--- src/include/rsf_regs.vh ---
// register map, field positions, codes and timing counts of the reset-source flag block
// assumes 8-bit software register port on core_clk (50 MHz)
`ifndef RSF_REGS_VH
`define RSF_REGS_VH

// ----------------------------------------
// register offsets
// ----------------------------------------
`define RSF_ADDR_W 4
`define RSF_OFF_FLAGS 4'h0
`define RSF_OFF_STATUS 4'h1
`define RSF_OFF_FLASH_CTL1 4'h2
`define RSF_OFF_BOD_SEL 4'h3
`define RSF_OFF_PIN_SEL 4'h4
`define RSF_OFF_WDT_CTL 4'h5
`define RSF_OFF_IRQ_STAT 4'h6
`define RSF_OFF_IRQ_MASK 4'h7

// ----------------------------------------
// reset_cause_flags fields
// ----------------------------------------
`define RSF_BIT_WDCF 0
`define RSF_BIT_VSF 1
`define RSF_BIT_BOR 2
`define RSF_BIT_CWR 3
`define RSF_FLAGS_W 4

// ----------------------------------------
// status register fields
// ----------------------------------------
`define RSF_BIT_PDF 0
`define RSF_BIT_TO 1

// ----------------------------------------
// irq status fields
// ----------------------------------------
`define RSF_IRQ_W 6
`define RSF_IRQ_SOFT 4
`define RSF_IRQ_WDT 5

// ----------------------------------------
// codes and reset values
// ----------------------------------------
`define RSF_FLASH_KEY 8'h55
`define RSF_PIN_SEL_IO 8'h55
`define RSF_PIN_SEL_PIN 8'haa
`define RSF_PIN_SEL_POR 8'h55
`define RSF_BOD_POR 8'h66
`define RSF_BOD_V19 8'h55
`define RSF_BOD_V255 8'h33
`define RSF_BOD_V315 8'h99
`define RSF_BOD_V38 8'haa
`define RSF_BOD_OFF 8'hf0
`define RSF_WDT_CTL_POR 8'h53
`define RSF_WDT_OK_A 8'h53
`define RSF_WDT_OK_B 8'hac
`define RSF_ZERO8 8'h00

// ----------------------------------------
// timing
// ----------------------------------------
`define RSF_CLK_MHZ 50
`define RSF_SRESET_NS 2000
`define RSF_RST_PULSE 4'h8

`endif

--- src/hdl/rsf_reset_flags.v ---
// reset-source flag register, software-triggered resets and reset-effect outputs
// assumes core software on an 8-bit strobe port; rstn is the power-on reset
//
// The implementer's own choices: the address-and-strobe port and the register addresses.
`timescale 1ns/1ps
`include "rsf_regs.vh"
// Notes on behaviour
// - flag register bits seven to four read zero
// - brown-out reset sets bit two, software clears
// - bad brown-out select sets bit one
// - pin select corruption flag zero after power-on
// - watchdog config fault flag zero after power-on
// - key 55h to flash control resets device
// - run-mode watchdog reset sets timeout, keeps powerdown
// - sleep watchdog reset clears pc, sets both
// - power-on clears timeout and powerdown flags
// - pin or brown-out reset keeps both flags
// - power-on disables all interrupt sources
// - power-on clears watchdog, time bases; watchdog runs
// - power-on switches every timer module off
// - power-on makes all port pins inputs
// - power-on: pc zero, stack pointer top
// - invalid pin select sets flag, delayed reset
// - invalid brown-out select: delayed reset, reload default
module rsf_reset_flags #(
    parameter SRESET_CYC = (`RSF_SRESET_NS * `RSF_CLK_MHZ + 999) / 1000
) (
    // clock and power-on reset
    input wire core_clk,
    input wire rstn,
    // register port
    input wire [3:0] reg_addr,
    input wire [7:0] reg_wdata,
    input wire reg_wr,
    input wire reg_rd,
    output reg [7:0] reg_rdata,
    // reset events from the rest of the device
    input wire brown_out_trip,
    input wire reset_pin_event,
    input wire wdt_timeout,
    input wire in_low_power,
    // reset effects
    output reg sys_reset,
    output reg core_ctx_clear,
    output reg por_state,
    output wire irq
);

// ----------------------------------------
// storage
// ----------------------------------------
reg [`RSF_FLAGS_W-1:0] flags_r;
reg to_r;
reg pdf_r;
reg [7:0] bod_sel_r;
reg [7:0] pin_sel_r;
reg [7:0] wdt_ctl_r;
reg [`RSF_IRQ_W-1:0] irq_stat_r;
reg [`RSF_IRQ_W-1:0] irq_mask_r;
reg [15:0] dly_cnt_r;
reg dly_run_r;
reg [3:0] pulse_cnt_r;
reg bor_seen_r;

wire wr_flags = reg_wr && (reg_addr == `RSF_OFF_FLAGS);
wire wr_stat = reg_wr && (reg_addr == `RSF_OFF_STATUS);
wire wr_flash = reg_wr && (reg_addr == `RSF_OFF_FLASH_CTL1);
wire wr_bod = reg_wr && (reg_addr == `RSF_OFF_BOD_SEL);
wire wr_pin = reg_wr && (reg_addr == `RSF_OFF_PIN_SEL);
wire wr_wdt = reg_wr && (reg_addr == `RSF_OFF_WDT_CTL);
wire wr_istat = reg_wr && (reg_addr == `RSF_OFF_IRQ_STAT);
wire wr_imask = reg_wr && (reg_addr == `RSF_OFF_IRQ_MASK);

// ----------------------------------------
// validity of control words
// ----------------------------------------
wire pin_bad = (pin_sel_r != `RSF_PIN_SEL_IO) && (pin_sel_r != `RSF_PIN_SEL_PIN);
wire bod_bad = (bod_sel_r != `RSF_BOD_POR) && (bod_sel_r != `RSF_BOD_V19) &&
    (bod_sel_r != `RSF_BOD_V255) && (bod_sel_r != `RSF_BOD_V315) &&
    (bod_sel_r != `RSF_BOD_V38) && (bod_sel_r != `RSF_BOD_OFF);
wire wdt_bad = (wdt_ctl_r != `RSF_WDT_OK_A) && (wdt_ctl_r != `RSF_WDT_OK_B);
wire any_bad = pin_bad || bod_bad || wdt_bad;
wire dly_done = dly_run_r && (dly_cnt_r == SRESET_CYC[15:0] - 16'h0001);
wire bor_active = brown_out_trip && (bod_sel_r != `RSF_BOD_OFF) && !in_low_power;
wire key_hit = wr_flash && (reg_wdata == `RSF_FLASH_KEY);
wire wdt_rst = wdt_timeout;
wire soft_rst = dly_done || key_hit || (bor_active && !bor_seen_r) || reset_pin_event;

// ----------------------------------------
// delay before a control-word reset
// ----------------------------------------
reg [15:0] dly_cnt_nxt;
reg dly_run_nxt;

always @* begin
    dly_cnt_nxt = 16'h0000;
    dly_run_nxt = 1'b0;
    if (any_bad && !dly_done) begin
        dly_run_nxt = 1'b1;
        if (dly_run_r) begin
            dly_cnt_nxt = dly_cnt_r + 16'h0001;
        end
    end
end

always @(posedge core_clk or negedge rstn) begin
    if (!rstn) begin
        dly_cnt_r <= 16'h0000;
        dly_run_r <= 1'b0;
    end else begin
        dly_cnt_r <= dly_cnt_nxt;
        dly_run_r <= dly_run_nxt;
    end
end

// ----------------------------------------
// control words
// ----------------------------------------
reg [7:0] bod_sel_nxt;
reg [7:0] pin_sel_nxt;
reg [7:0] wdt_ctl_nxt;

always @* begin
    bod_sel_nxt = bod_sel_r;
    pin_sel_nxt = pin_sel_r;
    wdt_ctl_nxt = wdt_ctl_r;
    // a bad select word returns to its power-on value
    if (dly_done && bod_bad) begin
        bod_sel_nxt = `RSF_BOD_POR;
    end else if (wr_bod) begin
        bod_sel_nxt = reg_wdata;
    end
    // every reset but the watchdog reloads the pin select
    if (soft_rst) begin
        pin_sel_nxt = `RSF_PIN_SEL_POR;
    end else if (wr_pin) begin
        pin_sel_nxt = reg_wdata;
    end
    if (dly_done && wdt_bad) begin
        wdt_ctl_nxt = `RSF_WDT_CTL_POR;
    end else if (wr_wdt) begin
        wdt_ctl_nxt = reg_wdata;
    end
end

always @(posedge core_clk or negedge rstn) begin
    if (!rstn) begin
        bod_sel_r <= `RSF_BOD_POR;
        pin_sel_r <= `RSF_PIN_SEL_POR;
        wdt_ctl_r <= `RSF_WDT_CTL_POR;
    end else begin
        bod_sel_r <= bod_sel_nxt;
        pin_sel_r <= pin_sel_nxt;
        wdt_ctl_r <= wdt_ctl_nxt;
    end
end

// ----------------------------------------
// reset cause flags
// ----------------------------------------
wire [`RSF_FLAGS_W-1:0] flag_set;
wire [`RSF_FLAGS_W-1:0] flag_keep;
wire [`RSF_FLAGS_W-1:0] flags_nxt;

assign flag_set[`RSF_BIT_WDCF] = dly_done && wdt_bad;
assign flag_set[`RSF_BIT_VSF] = dly_done && bod_bad;
assign flag_set[`RSF_BIT_BOR] = bor_active;
assign flag_set[`RSF_BIT_CWR] = dly_done && pin_bad;
assign flag_keep = wr_flags ? reg_wdata[`RSF_FLAGS_W-1:0] : {`RSF_FLAGS_W{1'b1}};

genvar gi;
generate
    for (gi = 0; gi < `RSF_FLAGS_W; gi = gi + 1) begin : g_flag
        // software writes zero to clear; a set in the same cycle wins
        assign flags_nxt[gi] = flag_set[gi] | (flags_r[gi] & flag_keep[gi]);
    end
endgenerate

always @(posedge core_clk or negedge rstn) begin
    if (!rstn) begin
        flags_r <= 4'h0;
        bor_seen_r <= 1'b0;
    end else begin
        flags_r <= flags_nxt;
        bor_seen_r <= bor_active;
    end
end

// ----------------------------------------
// timeout and powerdown flags
// ----------------------------------------
reg to_nxt;
reg pdf_nxt;

always @* begin
    to_nxt = to_r;
    pdf_nxt = pdf_r;
    if (wdt_rst) begin
        to_nxt = 1'b1;
        if (in_low_power) begin
            pdf_nxt = 1'b1;
        end
    end else if (wr_stat) begin
        // pin and brown-out resets leave both alone
        to_nxt = reg_wdata[`RSF_BIT_TO];
        pdf_nxt = reg_wdata[`RSF_BIT_PDF];
    end
end

always @(posedge core_clk or negedge rstn) begin
    if (!rstn) begin
        to_r <= 1'b0;
        pdf_r <= 1'b0;
    end else begin
        to_r <= to_nxt;
        pdf_r <= pdf_nxt;
    end
end

// ----------------------------------------
// reset pulse and effects
// ----------------------------------------
wire hard_rst = soft_rst || (wdt_rst && !in_low_power);
reg [3:0] pulse_cnt_nxt;
reg sys_reset_nxt;
reg ctx_clear_nxt;
reg por_state_nxt;

always @* begin
    pulse_cnt_nxt = pulse_cnt_r;
    sys_reset_nxt = 1'b0;
    por_state_nxt = por_state;
    if (hard_rst) begin
        pulse_cnt_nxt = `RSF_RST_PULSE;
        sys_reset_nxt = 1'b1;
    end else if (pulse_cnt_r != 4'h0) begin
        pulse_cnt_nxt = pulse_cnt_r - 4'h1;
        sys_reset_nxt = 1'b1;
    end
    // a sleep time-out only clears the core context
    ctx_clear_nxt = (wdt_rst && in_low_power) || (pulse_cnt_r != 4'h0);
    if (pulse_cnt_r == 4'h0) begin
        por_state_nxt = 1'b0;
    end
end

always @(posedge core_clk or negedge rstn) begin
    if (!rstn) begin
        pulse_cnt_r <= `RSF_RST_PULSE;
        sys_reset <= 1'b1;
        core_ctx_clear <= 1'b1;
        por_state <= 1'b1;
    end else begin
        pulse_cnt_r <= pulse_cnt_nxt;
        sys_reset <= sys_reset_nxt;
        core_ctx_clear <= ctx_clear_nxt;
        por_state <= por_state_nxt;
    end
end

// ----------------------------------------
// interrupt status and mask
// ----------------------------------------
wire [`RSF_IRQ_W-1:0] irq_ev;
wire [`RSF_IRQ_W-1:0] irq_clr;
wire [`RSF_IRQ_W-1:0] irq_stat_nxt;
wire [`RSF_IRQ_W-1:0] irq_mask_nxt;

assign irq_ev = {wdt_rst, key_hit, flag_set};
assign irq_clr = wr_istat ? reg_wdata[`RSF_IRQ_W-1:0] : 6'h00;
assign irq_mask_nxt = wr_imask ? reg_wdata[`RSF_IRQ_W-1:0] : irq_mask_r;

generate
    for (gi = 0; gi < `RSF_IRQ_W; gi = gi + 1) begin : g_irq
        // write one to clear; a new event in the same cycle wins
        assign irq_stat_nxt[gi] = irq_ev[gi] | (irq_stat_r[gi] & ~irq_clr[gi]);
    end
endgenerate

always @(posedge core_clk or negedge rstn) begin
    if (!rstn) begin
        irq_stat_r <= 6'h00;
        irq_mask_r <= 6'h00;
    end else begin
        irq_stat_r <= irq_stat_nxt;
        irq_mask_r <= irq_mask_nxt;
    end
end

assign irq = |(irq_stat_r & irq_mask_r);

// ----------------------------------------
// read port
// ----------------------------------------
reg [7:0] rdata_nxt;

always @* begin
    rdata_nxt = `RSF_ZERO8;
    if (reg_rd) begin
        case (reg_addr)
            `RSF_OFF_FLAGS: rdata_nxt = {4'h0, flags_r};
            `RSF_OFF_STATUS: rdata_nxt = {6'h00, to_r, pdf_r};
            `RSF_OFF_BOD_SEL: rdata_nxt = bod_sel_r;
            `RSF_OFF_PIN_SEL: rdata_nxt = pin_sel_r;
            `RSF_OFF_WDT_CTL: rdata_nxt = wdt_ctl_r;
            `RSF_OFF_IRQ_STAT: rdata_nxt = {2'h0, irq_stat_r};
            `RSF_OFF_IRQ_MASK: rdata_nxt = {2'h0, irq_mask_r};
            default: rdata_nxt = `RSF_ZERO8;
        endcase
    end
end

// read data stand one cycle, then return to zero
always @(posedge core_clk or negedge rstn) begin
    if (!rstn) begin
        reg_rdata <= `RSF_ZERO8;
    end else begin
        reg_rdata <= rdata_nxt;
    end
end

endmodule // rsf_reset_flags

--- config.mk ---
export PLATFORM = sky130hd
export DESIGN_NAME = rsf_reset_flags
export DESIGN_NICKNAME = d
export VERILOG_FILES = /design/src/hdl/rsf_reset_flags.v
export VERILOG_INCLUDE_DIRS = /design/src /design/src/include
export SDC_FILE = /design/constraint.sdc
export NUM_CORES = 1
export LEC_CHECK = 0
export BUFFER_PORTS_ARGS = -buffer_cell sky130_fd_sc_hd__buf_2
export CAP_MARGIN = 10
export CORE_MARGIN = 3
export CORE_UTILIZATION = 50
export DETAILED_ROUTE_END_ITERATION = 12
export GPL_ROUTABILITY_DRIVEN = 0
export PLACE_DENSITY = 0.78
export SLEW_MARGIN = 25
export SYNTH_ARGS = -nofsm -noshare
export SYNTH_HDL_FRONTEND = slang
export SYNTH_SLANG_ARGS = --single-unit
export TNS_END_PERCENT = 5
--- constraint.sdc ---
create_clock -name core_clk -period 3.94 [get_ports core_clk]
set_input_delay 0.591 -clock core_clk [delete_from_list [all_inputs] [get_ports core_clk]]
set_output_delay 0.591 -clock core_clk [all_outputs]
set_load 0.03 [all_outputs]
==> results of run 1 <==
worst max-delay path, stage by stage, from the launching register on:
cell and delay, ns:
dfrtp_1 0.40, ha_1 0.23, nor4bb_1 0.22, nand4_1 0.39
nand3b_1 0.57, a21boi_0 0.26
sequential cells by signal, summed over array words and instances, names as in the netlist:
signal and cells:
dly_run_r 1, dly_cnt_r 16, wdt_ctl_r 8, por_state 1, bor_seen_r 1, flags_r 4
pulse_cnt_r 4, pdf_r 1, irq_mask_r 6, irq_stat_r 6, reg_rdata 8, sys_reset 1
pin_sel_r 8, bod_sel_r 8, core_ctx_clear 1, to_r 1
layout by cell type, fill, tap and decap left out, types with 4 or more instances in the layout:
cell type	n
mux2i_1	11
buf_2	31
clkbuf_8	10
nand2_1	47
nand4_1	6
a21boi_0	8
nor3_1	18
xnor2_1	14
o21ai_0	13
nor2_1	25
buf_4	4
nand3b_1	4
nand3_1	29
dfstp_2	16
inv_1	11
nor3b_1	4
dfrtp_1	59
nor4_1	5
nor4bb_1	16
o211ai_1	6
mux2_2	11
a222oi_1	5
kinds of logic (layout without fill, tap and decap cells):
group           count (synthesis)  after routing  synth area share, %
fa+ha+maj                       3              3                0.986
compound gates                 56             56                 10.9
xor+xnor                       15             15                 3.45
simple gates                  172            172                 24.6
mux                            25             25                 7.33
buf+inv                        27             63                 2.89
flops                          75             75                 49.8
layer usage:
layer,track usage (%),vias to the layer above,wire length [microns]
met4,12.0,0,298
met2,33.1,184,4270
met5,0,-,0
li1,-,1429,-
met3,3.94,28,772
met1,33.4,1520,4070
worst min-delay path by stage:
stage / from / end / slack, ns
finish: rstn / wdt_ctl_r[7] / 0.22
detailed placement: por_state / por_state / 0.48
global route: rstn / wdt_ctl_r[7] / 0.26
global placement: por_state / por_state / 0.48
CTS: rstn / irq_mask_r[3] / 0.23
floorplan: rstn / bod_sel_r[0] / 0.30
power groups by stage:
| stage | Sequential, uW | Clock (uW) | Combinational, uW |
|---|---|---|---|
| 6_report | 1060 | 667 | 413 |
| 5_1_grt | 1080 | 703 | 465 |
| 4_1_cts | 1050 | 676 | 413 |
| 3_5_place_dp | 1070 | 0 | 410 |
| 3_3_place_gp | 1060 | 0 | 390 |
| 2_1_floorplan | 1030 | 0 | 300 |
final cells by class:
type	instances	area, sq um
Timing Repair Buffer	35	185
Multi-Input combinational cell	271	1800
Fill cell	624	3060
Inverter	12	45.0
Clock inverter	6	87.6
Clock buffer	10	138
Sequential cell	75	1900
Tap cell	99	124
metrics by stage:
| step | total power (uW) | hold slack (ns) | std cells | instance area, sq um | util (%) |
|---|---|---|---|---|---|
| 3_5_place_dp | 1480 | 0.483 | 492 | 4050 | 55.2 |
| 6_report | 2140 | 0.217 | 508 | 4280 | 58.3 |
| 3_3_place_gp | 1450 | 0.483 | 492 | 4050 | 55.2 |
| 5_1_grt | 2240 | 0.259 | 508 | 4280 | 58.3 |
| 4_1_cts | 2140 | 0.232 | 508 | 4280 | 58.3 |
| 2_1_floorplan | 1330 | 0.295 | 373 | 3810 | - |
==> impl_metrics.tcl, run 1 <==
set metrics [dict create \
    crit_path_end "wdt_ctl_r[5]" \
    cts_resized 0 \
    final_nets 427 \
    r2r-end "wdt_ctl_r[5]" \
    wl_per_cell_microns 18.5 \
    ir_drop_uv 179 \
    cellLeakagePower_uw 0.00189 \
    grt_pass1_wl_microns 15500 \
    max_freq_mhz 455 \
    start_kind "flop" \
    finalHoldViolCount 0 \
    p_per_area_mw_per_mm2 501 \
    hold_path.class "primary input to asynchronous set/reset pin" \
    p_int_uw 1490 \
    r2r-start "dly_cnt_r[0]" \
    synth-seq-cells 75 \
    cts_tree "done" \
    grt_pass1_vias 3025 \
    synth.largest_area_cell "dfrtp_1" \
    maxCapViolations 0 \
    arrival_ns 2.42 \
    insertedDiodeCount 0 \
    io_buffers 31 \
    clk_transition_reported_paths_ns 0.08 \
    drive_gt1_share_pct 19.8 \
    synthFlopType "dfrtp_1" \
    via_per_inst 6.22 \
    synth_seq_area_share_pct 49.8 \
    postRouteAntennaNets 0 \
    synth-warning-count 0 \
    synth_enable_flop_cells 0 \
    route.vias.total 3161 \
    netSwitchingFraction_pct 30.5 \
    slew_viol_final 0 \
    rsz0062_at_grt "no" \
    rows 31 \
    drt_iter0_markers 333 \
    syn_inst 373 \
    clock_sinks 75 \
    initial_utilization_pct 51.9 \
    p_comb_share_pct 19.3 \
    netlist_area_sq_mm 0.00381 \
    grt_remaining_overflow 0 \
    clk_latency_ns 0.35 \
    firstDrtPassIters 6 \
    status "finished, final reports clean" \
    post_cts_buffers 0 \
    cp-startpoint "dly_cnt_r[0]" \
    grt_max_degree 51 \
    ios 32 \
    track_usage_pct 23.1 \
    finalCritPeriodShare_pct 55.8 \
    p_clk_share_pct 31.1 \
    critPathKind "flop to flop" \
    tightest_slew_ns 0.622 \
    crit_fanout 10 \
    critPathRequiredTime_ns 4.16 \
    die-area_sq_mm 0.00870 \
    clock_skew_ns 0.0108 \
    synth_area_leaders "dfrtp_1, dfstp_2, nand2_1" \
    dieHeight_microns 93.3 \
    end_kind "flop" \
    die_x_microns 93.3 \
    syn_avg_cell_area_sq_um 10.2 \
    clockBufferDepth 2 \
    core-area_sq_mm 0.00733 \
    relSlewSlack_pct 58.5 \
    synth.distinct_cells 51 \
    drc_errors 0 \
    synth_most_common_cell "dfrtp_1" \
    r2r_cells 5 \
    ff2ff_setup_slack_ns 1.74 \
    drt-total-wl_microns 9410 \
    async_flop_share_pct 100 \
    area.growth.synth_to_final_pct 12.3 \
    tritoncts.num_buffers 9 \
    finalSetupTns_ns 0 \
    period_minus_slack_ns 2.20 \
    yosys.area.top_type_share_pct 38.8 \
    htreeDepth 3 \
    setup_viol 0 \
    dpl.hpwl_microns 6520 \
    synth_nets 396 \
    synth.top_cells.by_count "dfrtp_1, nand2_1, nand3_1" \
    p_seq_share_pct 49.6 \
    holdBufCountCts 0 \
    cts_root_buf "clkbuf_8" \
    p_switching_uw 653 \
    dp_slack_ns 1.63 \
    setup_ws_ns 1.74 \
    grt_antenna_before_repair 0 \
]
No activity file was read; power rests on OpenSTA's default activity.
==> run 2: changes to the inputs <==
ABC_AREA = 1   (was not set)
PLACE_DENSITY = 0.8   (was 0.78)
clock period = 1.8 ns   (was 3.94 ns; I/O delays follow)
==> run 2 against run 1 <==
Compared with the run above: sequential power up 110%; clock power up 100%; die area rose by 8.3%; routed wire length increased by 8.5%; cell area is 7.8% higher; combinational power increased to 2.8 times the previous value; clock-buffer cell count fell by 1; synthesized cell count increased by 51%; synthesized area grew 8.9%; sequential cell count stayed put; core utilization rose by 0.12 points; critical path type unchanged; critical endpoint is now pulse_cnt_r[0]; largest cell class unchanged; largest power group unchanged.
==> impl_metrics.tcl, run 2 <==
set metrics [dict create \
    status "finished, final reports clean" \
    clock_sinks 75 \
    synth-seq-cells 75 \
    core-area_sq_mm 0.00789 \
    arrival_ns 1.91 \
    ios 32 \
    insertedDiodeCount 0 \
    htreeDepth 3 \
    io_buffers 31 \
    fin_worst_hold_slack_ns 0.150 \
    cts_root_buf "clkbuf_8" \
    syn_avg_cell_area_sq_um 7.38 \
    maxCapViolations 0 \
    cellLeakagePower_uw 0.00239 \
    yosys.area.top_type_share_pct 35.6 \
    p_int_uw 3090 \
    syn_inst 562 \
    setup_viol 0 \
    postRouteAntennaNets 0 \
    setup_ws_ns 0.173 \
    via_per_inst 5.40 \
    max_freq_mhz 615 \
    clock_skew_ns 0.0149 \
    final_cell_mix "nand2_1, inv_1, nor2_1" \
    netlist_area_sq_mm 0.00415 \
    tritoncts.num_buffers 9 \
    drt-total-wl_microns 10200 \
    slowest_delay_ns 0.39 \
    min_from "reg_rd" \
    p_switching_uw 1680 \
    finalCritPeriodShare_pct 90.4 \
    clk_latency_ns 0.36 \
    multi_input_area_sq_mm 0.00183 \
    post_cts_buffers 0 \
    synth_nets 585 \
    synth_enable_flop_cells 0 \
    end_kind "flop" \
    firstDrtPassIters 6 \
    netSwitchingFraction_pct 35.3 \
    grt_remaining_overflow 0 \
    clockBufferDepth 2 \
    r2r-end "pulse_cnt_r[0]" \
    start_kind "flop" \
    whs_path_depth 3 \
    dpl.hpwl_microns 7630 \
    critPathRequiredTime_ns 2.08 \
    grt_max_degree 34 \
    crit_fanout 5 \
    synth_area_leaders "dfrtp_1, nand2_1, dfstp_2" \
    rows 32 \
    dp_slack_ns 0.195 \
    slew_viol_final 0 \
    register_area_sq_mm 0.00190 \
    r2r_cells 10 \
    dieHeight_microns 97.1 \
    cpMostUsedCell "nand2_1" \
    route.vias.total 3820 \
    p_seq_share_pct 47.2 \
    drc_errors 0 \
    grt_pass1_vias 3741 \
    final_nets 623 \
    wl_per_cell_microns 14.4 \
    crit_slowest_cell "dfrtp_1" \
    rsz0062_at_grt "no" \
    finalSetupTns_ns 0 \
    synth.top_cells.by_count "nand2_1, inv_1, nor2_1" \
    synthFlopType "dfrtp_1" \
    die-area_sq_mm 0.00942 \
    r2r-start "dly_cnt_r[0]" \
    synth-warning-count 0 \
    grt_pass1_wl_microns 17600 \
    synth_most_common_cell "nand2_1" \
    p_clk_share_pct 28.6 \
    die_x_microns 97.1 \
    path_cells "ha_1 -> nand2_1 -> inv_1 -> nand2_1 -> nor2_1 -> nand2_1 -> nand2_1 -> nor2_4 -> nand3_1 -> nor2_1" \
    cts_tree "done" \
    power.total_uw 4770 \
    finalHoldViolCount 0 \
    ir_drop_uv 563 \
    synth.distinct_cells 32 \
    initial_utilization_pct 52.6 \
    largest_register "dly_cnt_r" \
    async_flop_share_pct 100 \
    hold_end "reg_rdata[7]" \
    area.growth.synth_to_final_pct 11.2 \
    p_comb_share_pct 24.2 \
    grt_antenna_before_repair 0 \
    clk_transition_reported_paths_ns 0.08 \
    p_per_area_mw_per_mm2 1030 \
    tightest_slew_ns 0.405 \
    period_minus_slack_ns 1.63 \
    drt_iter0_markers 245 \
    hold_path.class "primary input to flop" \
    ff2ff_setup_slack_ns 0.17 \
    final.fill_count 756 \
    final_common_cell "nand2_1" \
    critPathKind "flop to flop" \
    track_usage_pct 22.8 \
    synth.largest_area_cell "dfrtp_1" \
    drive_gt1_share_pct 15.7 \
    synth_seq_area_share_pct 45.8 \
    relSlewSlack_pct 72.8 \
    largest_register_ffs 16 \
    cp-startpoint "dly_cnt_r[0]" \
]
-- run 2: layout make-up --
class                      count  share of cell area, %
clock buffer                   9                   2.69
tap                          102                   2.77
inverter                      91                   7.44
timing repair buffer          36                   4.56
clock inverter                 7                   1.79
multi-input combinational    387                   39.6
sequential                    75                   41.2
-- run 2: metrics by stage --
stage	util (%)	instance area [sq um]	std cells
floorplan	-	4150	562
global placement	55.7	4390	690
detailed placement	55.7	4390	690
CTS	58.4	4610	707
global route	58.4	4610	707
finish	58.4	4610	707
-- run 2: worst max path at each step --
stage / end
global route: pin_sel_r[7]
finish: pulse_cnt_r[0]
global placement: pulse_cnt_r[0]
detailed placement: pulse_cnt_r[0]
floorplan: dly_cnt_r[9]
CTS: irq
-- run 2: power groups by stage --
stage / Clock (uW) / Combinational (uW) / Sequential [uW]
detailed placement: 0 / 1140 / 2270
global placement: 0 / 1080 / 2260
global route: 1470 / 1350 / 2300
finish: 1360 / 1160 / 2250
CTS: 1390 / 1150 / 2240
floorplan: 0 / 875 / 2220
-- run 2: critical path: cells and delay by family (launching register included) --
kind,cells,cell delay (ns)
and+or+nand+nor,8,0.88
buffers and inverters,1,0.05
adders and majority gates,1,0.25
DFF,1,0.39
-- run 2: cell families after synthesis --
logic type      Yosys count  share of synthesized area [%]
compound gates           76                           9.87
xor+xnor                  3                          0.634
fa+ha+maj                 3                          0.906
buf+inv                 100                           10.2
flops                    75                           45.8
mux                       1                          0.241
simple gates            304                           32.4
-- run 2: repair_timing --
action | in CTS | in global routing
hold buffers | 1 | 0
hold endpoints to repair | 17 | 0
resized for setup | 0 | 0
-- run 2: metal layers --
| layer | track usage (%) | vias to the layer above | wire [microns] |
|---|---|---|---|
| li1 | - | 1851 | - |
| met1 | 30.1 | 1799 | 4430 |
| met2 | 37.5 | 142 | 4820 |
| met3 | 5.67 | 28 | 725 |
| met4 | 6.37 | 0 | 233 |
| met5 | 0 | - | 0 |
==> run 3: changes to the inputs <==
ABC_AREA = 0   (was 1)
==> run 3 against run 2 <==
Compared with the run above: the run now ends with setup timing left; global-route usage up 1.2 points; non-clock buffer count up 30; critical path depth down 4; sequential power up 2%; total power down 4.0%.
==> impl_metrics.tcl, run 3 (synthesized netlist as in run 1, its figures left out) <==
set metrics [dict create \
    dpl.hpwl_microns 7030 \
    clock_sinks 75 \
    slowest_delay_ns 0.47 \
    tightest_slew_ns 0.509 \
    grt_pass1_vias 3254 \
    final.fill_count 607 \
    setup_ws_ns -0.0198 \
    grt_remaining_overflow 0 \
    dpl-instance-area_sq_mm 0.00425 \
    final_nets 458 \
    cp-startpoint "bod_sel_r[3]" \
    p_comb_share_pct 23.4 \
    initial_utilization_pct 51.9 \
    tritoncts.num_buffers 9 \
    multi_input_area_sq_mm 0.00184 \
    via_per_inst 6.12 \
    rows 31 \
    hold_path.class "primary input to flop" \
    period_minus_slack_ns 1.82 \
    critPathKind "flop to flop" \
    dieHeight_microns 93.3 \
    p_per_area_mw_per_mm2 1010 \
    p_int_uw 3160 \
    dp_cells 517 \
    cts_tree "done" \
    grt_antenna_before_repair 0 \
    p_clk_share_pct 26.6 \
    final_area_sq_mm 0.00453 \
    relSlewSlack_pct 65.6 \
    postRouteAntennaNets 0 \
    clock_skew_ns 0.0107 \
    core-area_sq_mm 0.00733 \
    cellLeakagePower_uw 0.00203 \
    violations "setup timing" \
    maxCapViolations 0 \
    firstDrtPassIters 5 \
    clockBufferDepth 2 \
    end_kind "flop" \
    rsz0062_at_grt "yes" \
    area.growth.synth_to_final_pct 19.0 \
    ir_drop_uv 650 \
    route.vias.total 3299 \
    p_seq_share_pct 50.0 \
    fin_cells 539 \
    largest_register_ffs 16 \
    die-area_sq_mm 0.00870 \
    slew_viol_final 0 \
    r2r-start "bod_sel_r[3]" \
    cts_root_buf "clkbuf_8" \
    grt_max_degree 76 \
    ios 32 \
    drive_gt1_share_pct 26.4 \
    clk_transition_reported_paths_ns 0.07 \
    finalCritPeriodShare_pct 101 \
    grt_pass1_wl_microns 16300 \
    htreeDepth 3 \
    drc_errors 0 \
    arrival_ns 2.06 \
    io_buffers 31 \
    track_usage_pct 24.0 \
    register_area_sq_mm 0.00190 \
    finalHoldViolCount 0 \
    clk_latency_ns 0.36 \
    largest_register "dly_cnt_r" \
    wl_per_cell_microns 18.4 \
    final_common_cell "dfrtp_1" \
    netSwitchingFraction_pct 31.1 \
    insertedDiodeCount 0 \
    final_cell_mix "dfrtp_1, nand2_1, buf_4" \
    die_x_microns 93.3 \
    start_kind "flop" \
    drt-total-wl_microns 9930 \
    fin_worst_hold_slack_ns 0.149 \
    max_freq_mhz 550 \
    dp_slack_ns -0.116 \
    critPathRequiredTime_ns 2.04 \
    setup_viol 15 \
    status "finished, violations left" \
    drt_iter0_markers 394 \
    min_from "in_low_power" \
    path_cells "nand4bb_1 -> a21o_1 -> a222oi_1 -> buf_4 -> buf_6 -> nor3_1" \
    crit_slowest_cell "dfrtp_1" \
    p_switching_uw 1420 \
    crit_fanout 9 \
]
## run 3: path summary, 6_finish.rpt
path,end,depth (start not counted),slack [ns]
min reg2reg,por_state,1,0.49
max reg2reg,dly_cnt_r[6],6,-0.02
max in group asynchronous,wdt_ctl_r[4],3,0.99
max,dly_cnt_r[6],6,-0.02
min in group asynchronous,dly_cnt_r[2],3,0.47
min,core_ctx_clear,3,0.15
## run 3: through the flow
stage / total power, uW / utilization [%] / TNS, ns
3_5_place_dp: 3340 / 58.0 / -0.125
5_1_grt: 4810 / 61.8 / -1.57
3_3_place_gp: 3270 / 58.0 / 0
2_1_floorplan: 2910 / - / 0
6_report: 4580 / 61.8 / -0.166
4_1_cts: 4570 / 61.5 / -0.00236
## run 3: power by group through the flow
stage	logic (uW)	clock network, uW	registers, uW
global route	1180	1310	2320
global placement	994	0	2280
detailed placement	1040	0	2300
CTS	1070	1230	2280
floorplan	658	0	2250
finish	1070	1220	2290
## run 3: area by class of cell
cell class,instances,share of cell area [%]
Inverter,12,0.994
Clock buffer,14,3.81
Timing Repair Buffer,66,9.78
Multi-Input combinational cell,271,40.6
Tap cell,99,2.73
Clock inverter,2,0.221
Sequential cell,75,41.9
## run 3: worst max-delay path, delay by kind of cell, from the launching register on
| family | cells | cell delay [ns] |
|---|---|---|
| compound gates | 2 | 0.54 |
| buf+inv | 2 | 0.33 |
| flops | 1 | 0.47 |
| simple gates | 2 | 0.37 |
## run 3: what timing repair did
item / 4_1_cts / 5_1_grt
gates resized for setup: 11 / 2
buffers inserted: 2 / 2
pin swaps: 4 / 2
hold buffers: 1 / 0
setup endpoints to repair: 18 / 37
endpoints found under the hold margin: 59 / 0
gates cloned: 1 / 0
## run 3: metal layers
| metal | vias up | GRT usage (%) | share of wire [%] |
|---|---|---|---|
| met3 | 53 | 5.95 | 8.2 |
| met2 | 159 | 37.2 | 47 |
| li1 | 1489 | - | - |
| met1 | 1598 | 31.3 | 41 |
| met5 | - | 0 | 0 |
| met4 | 0 | 11.8 | 3.9 |
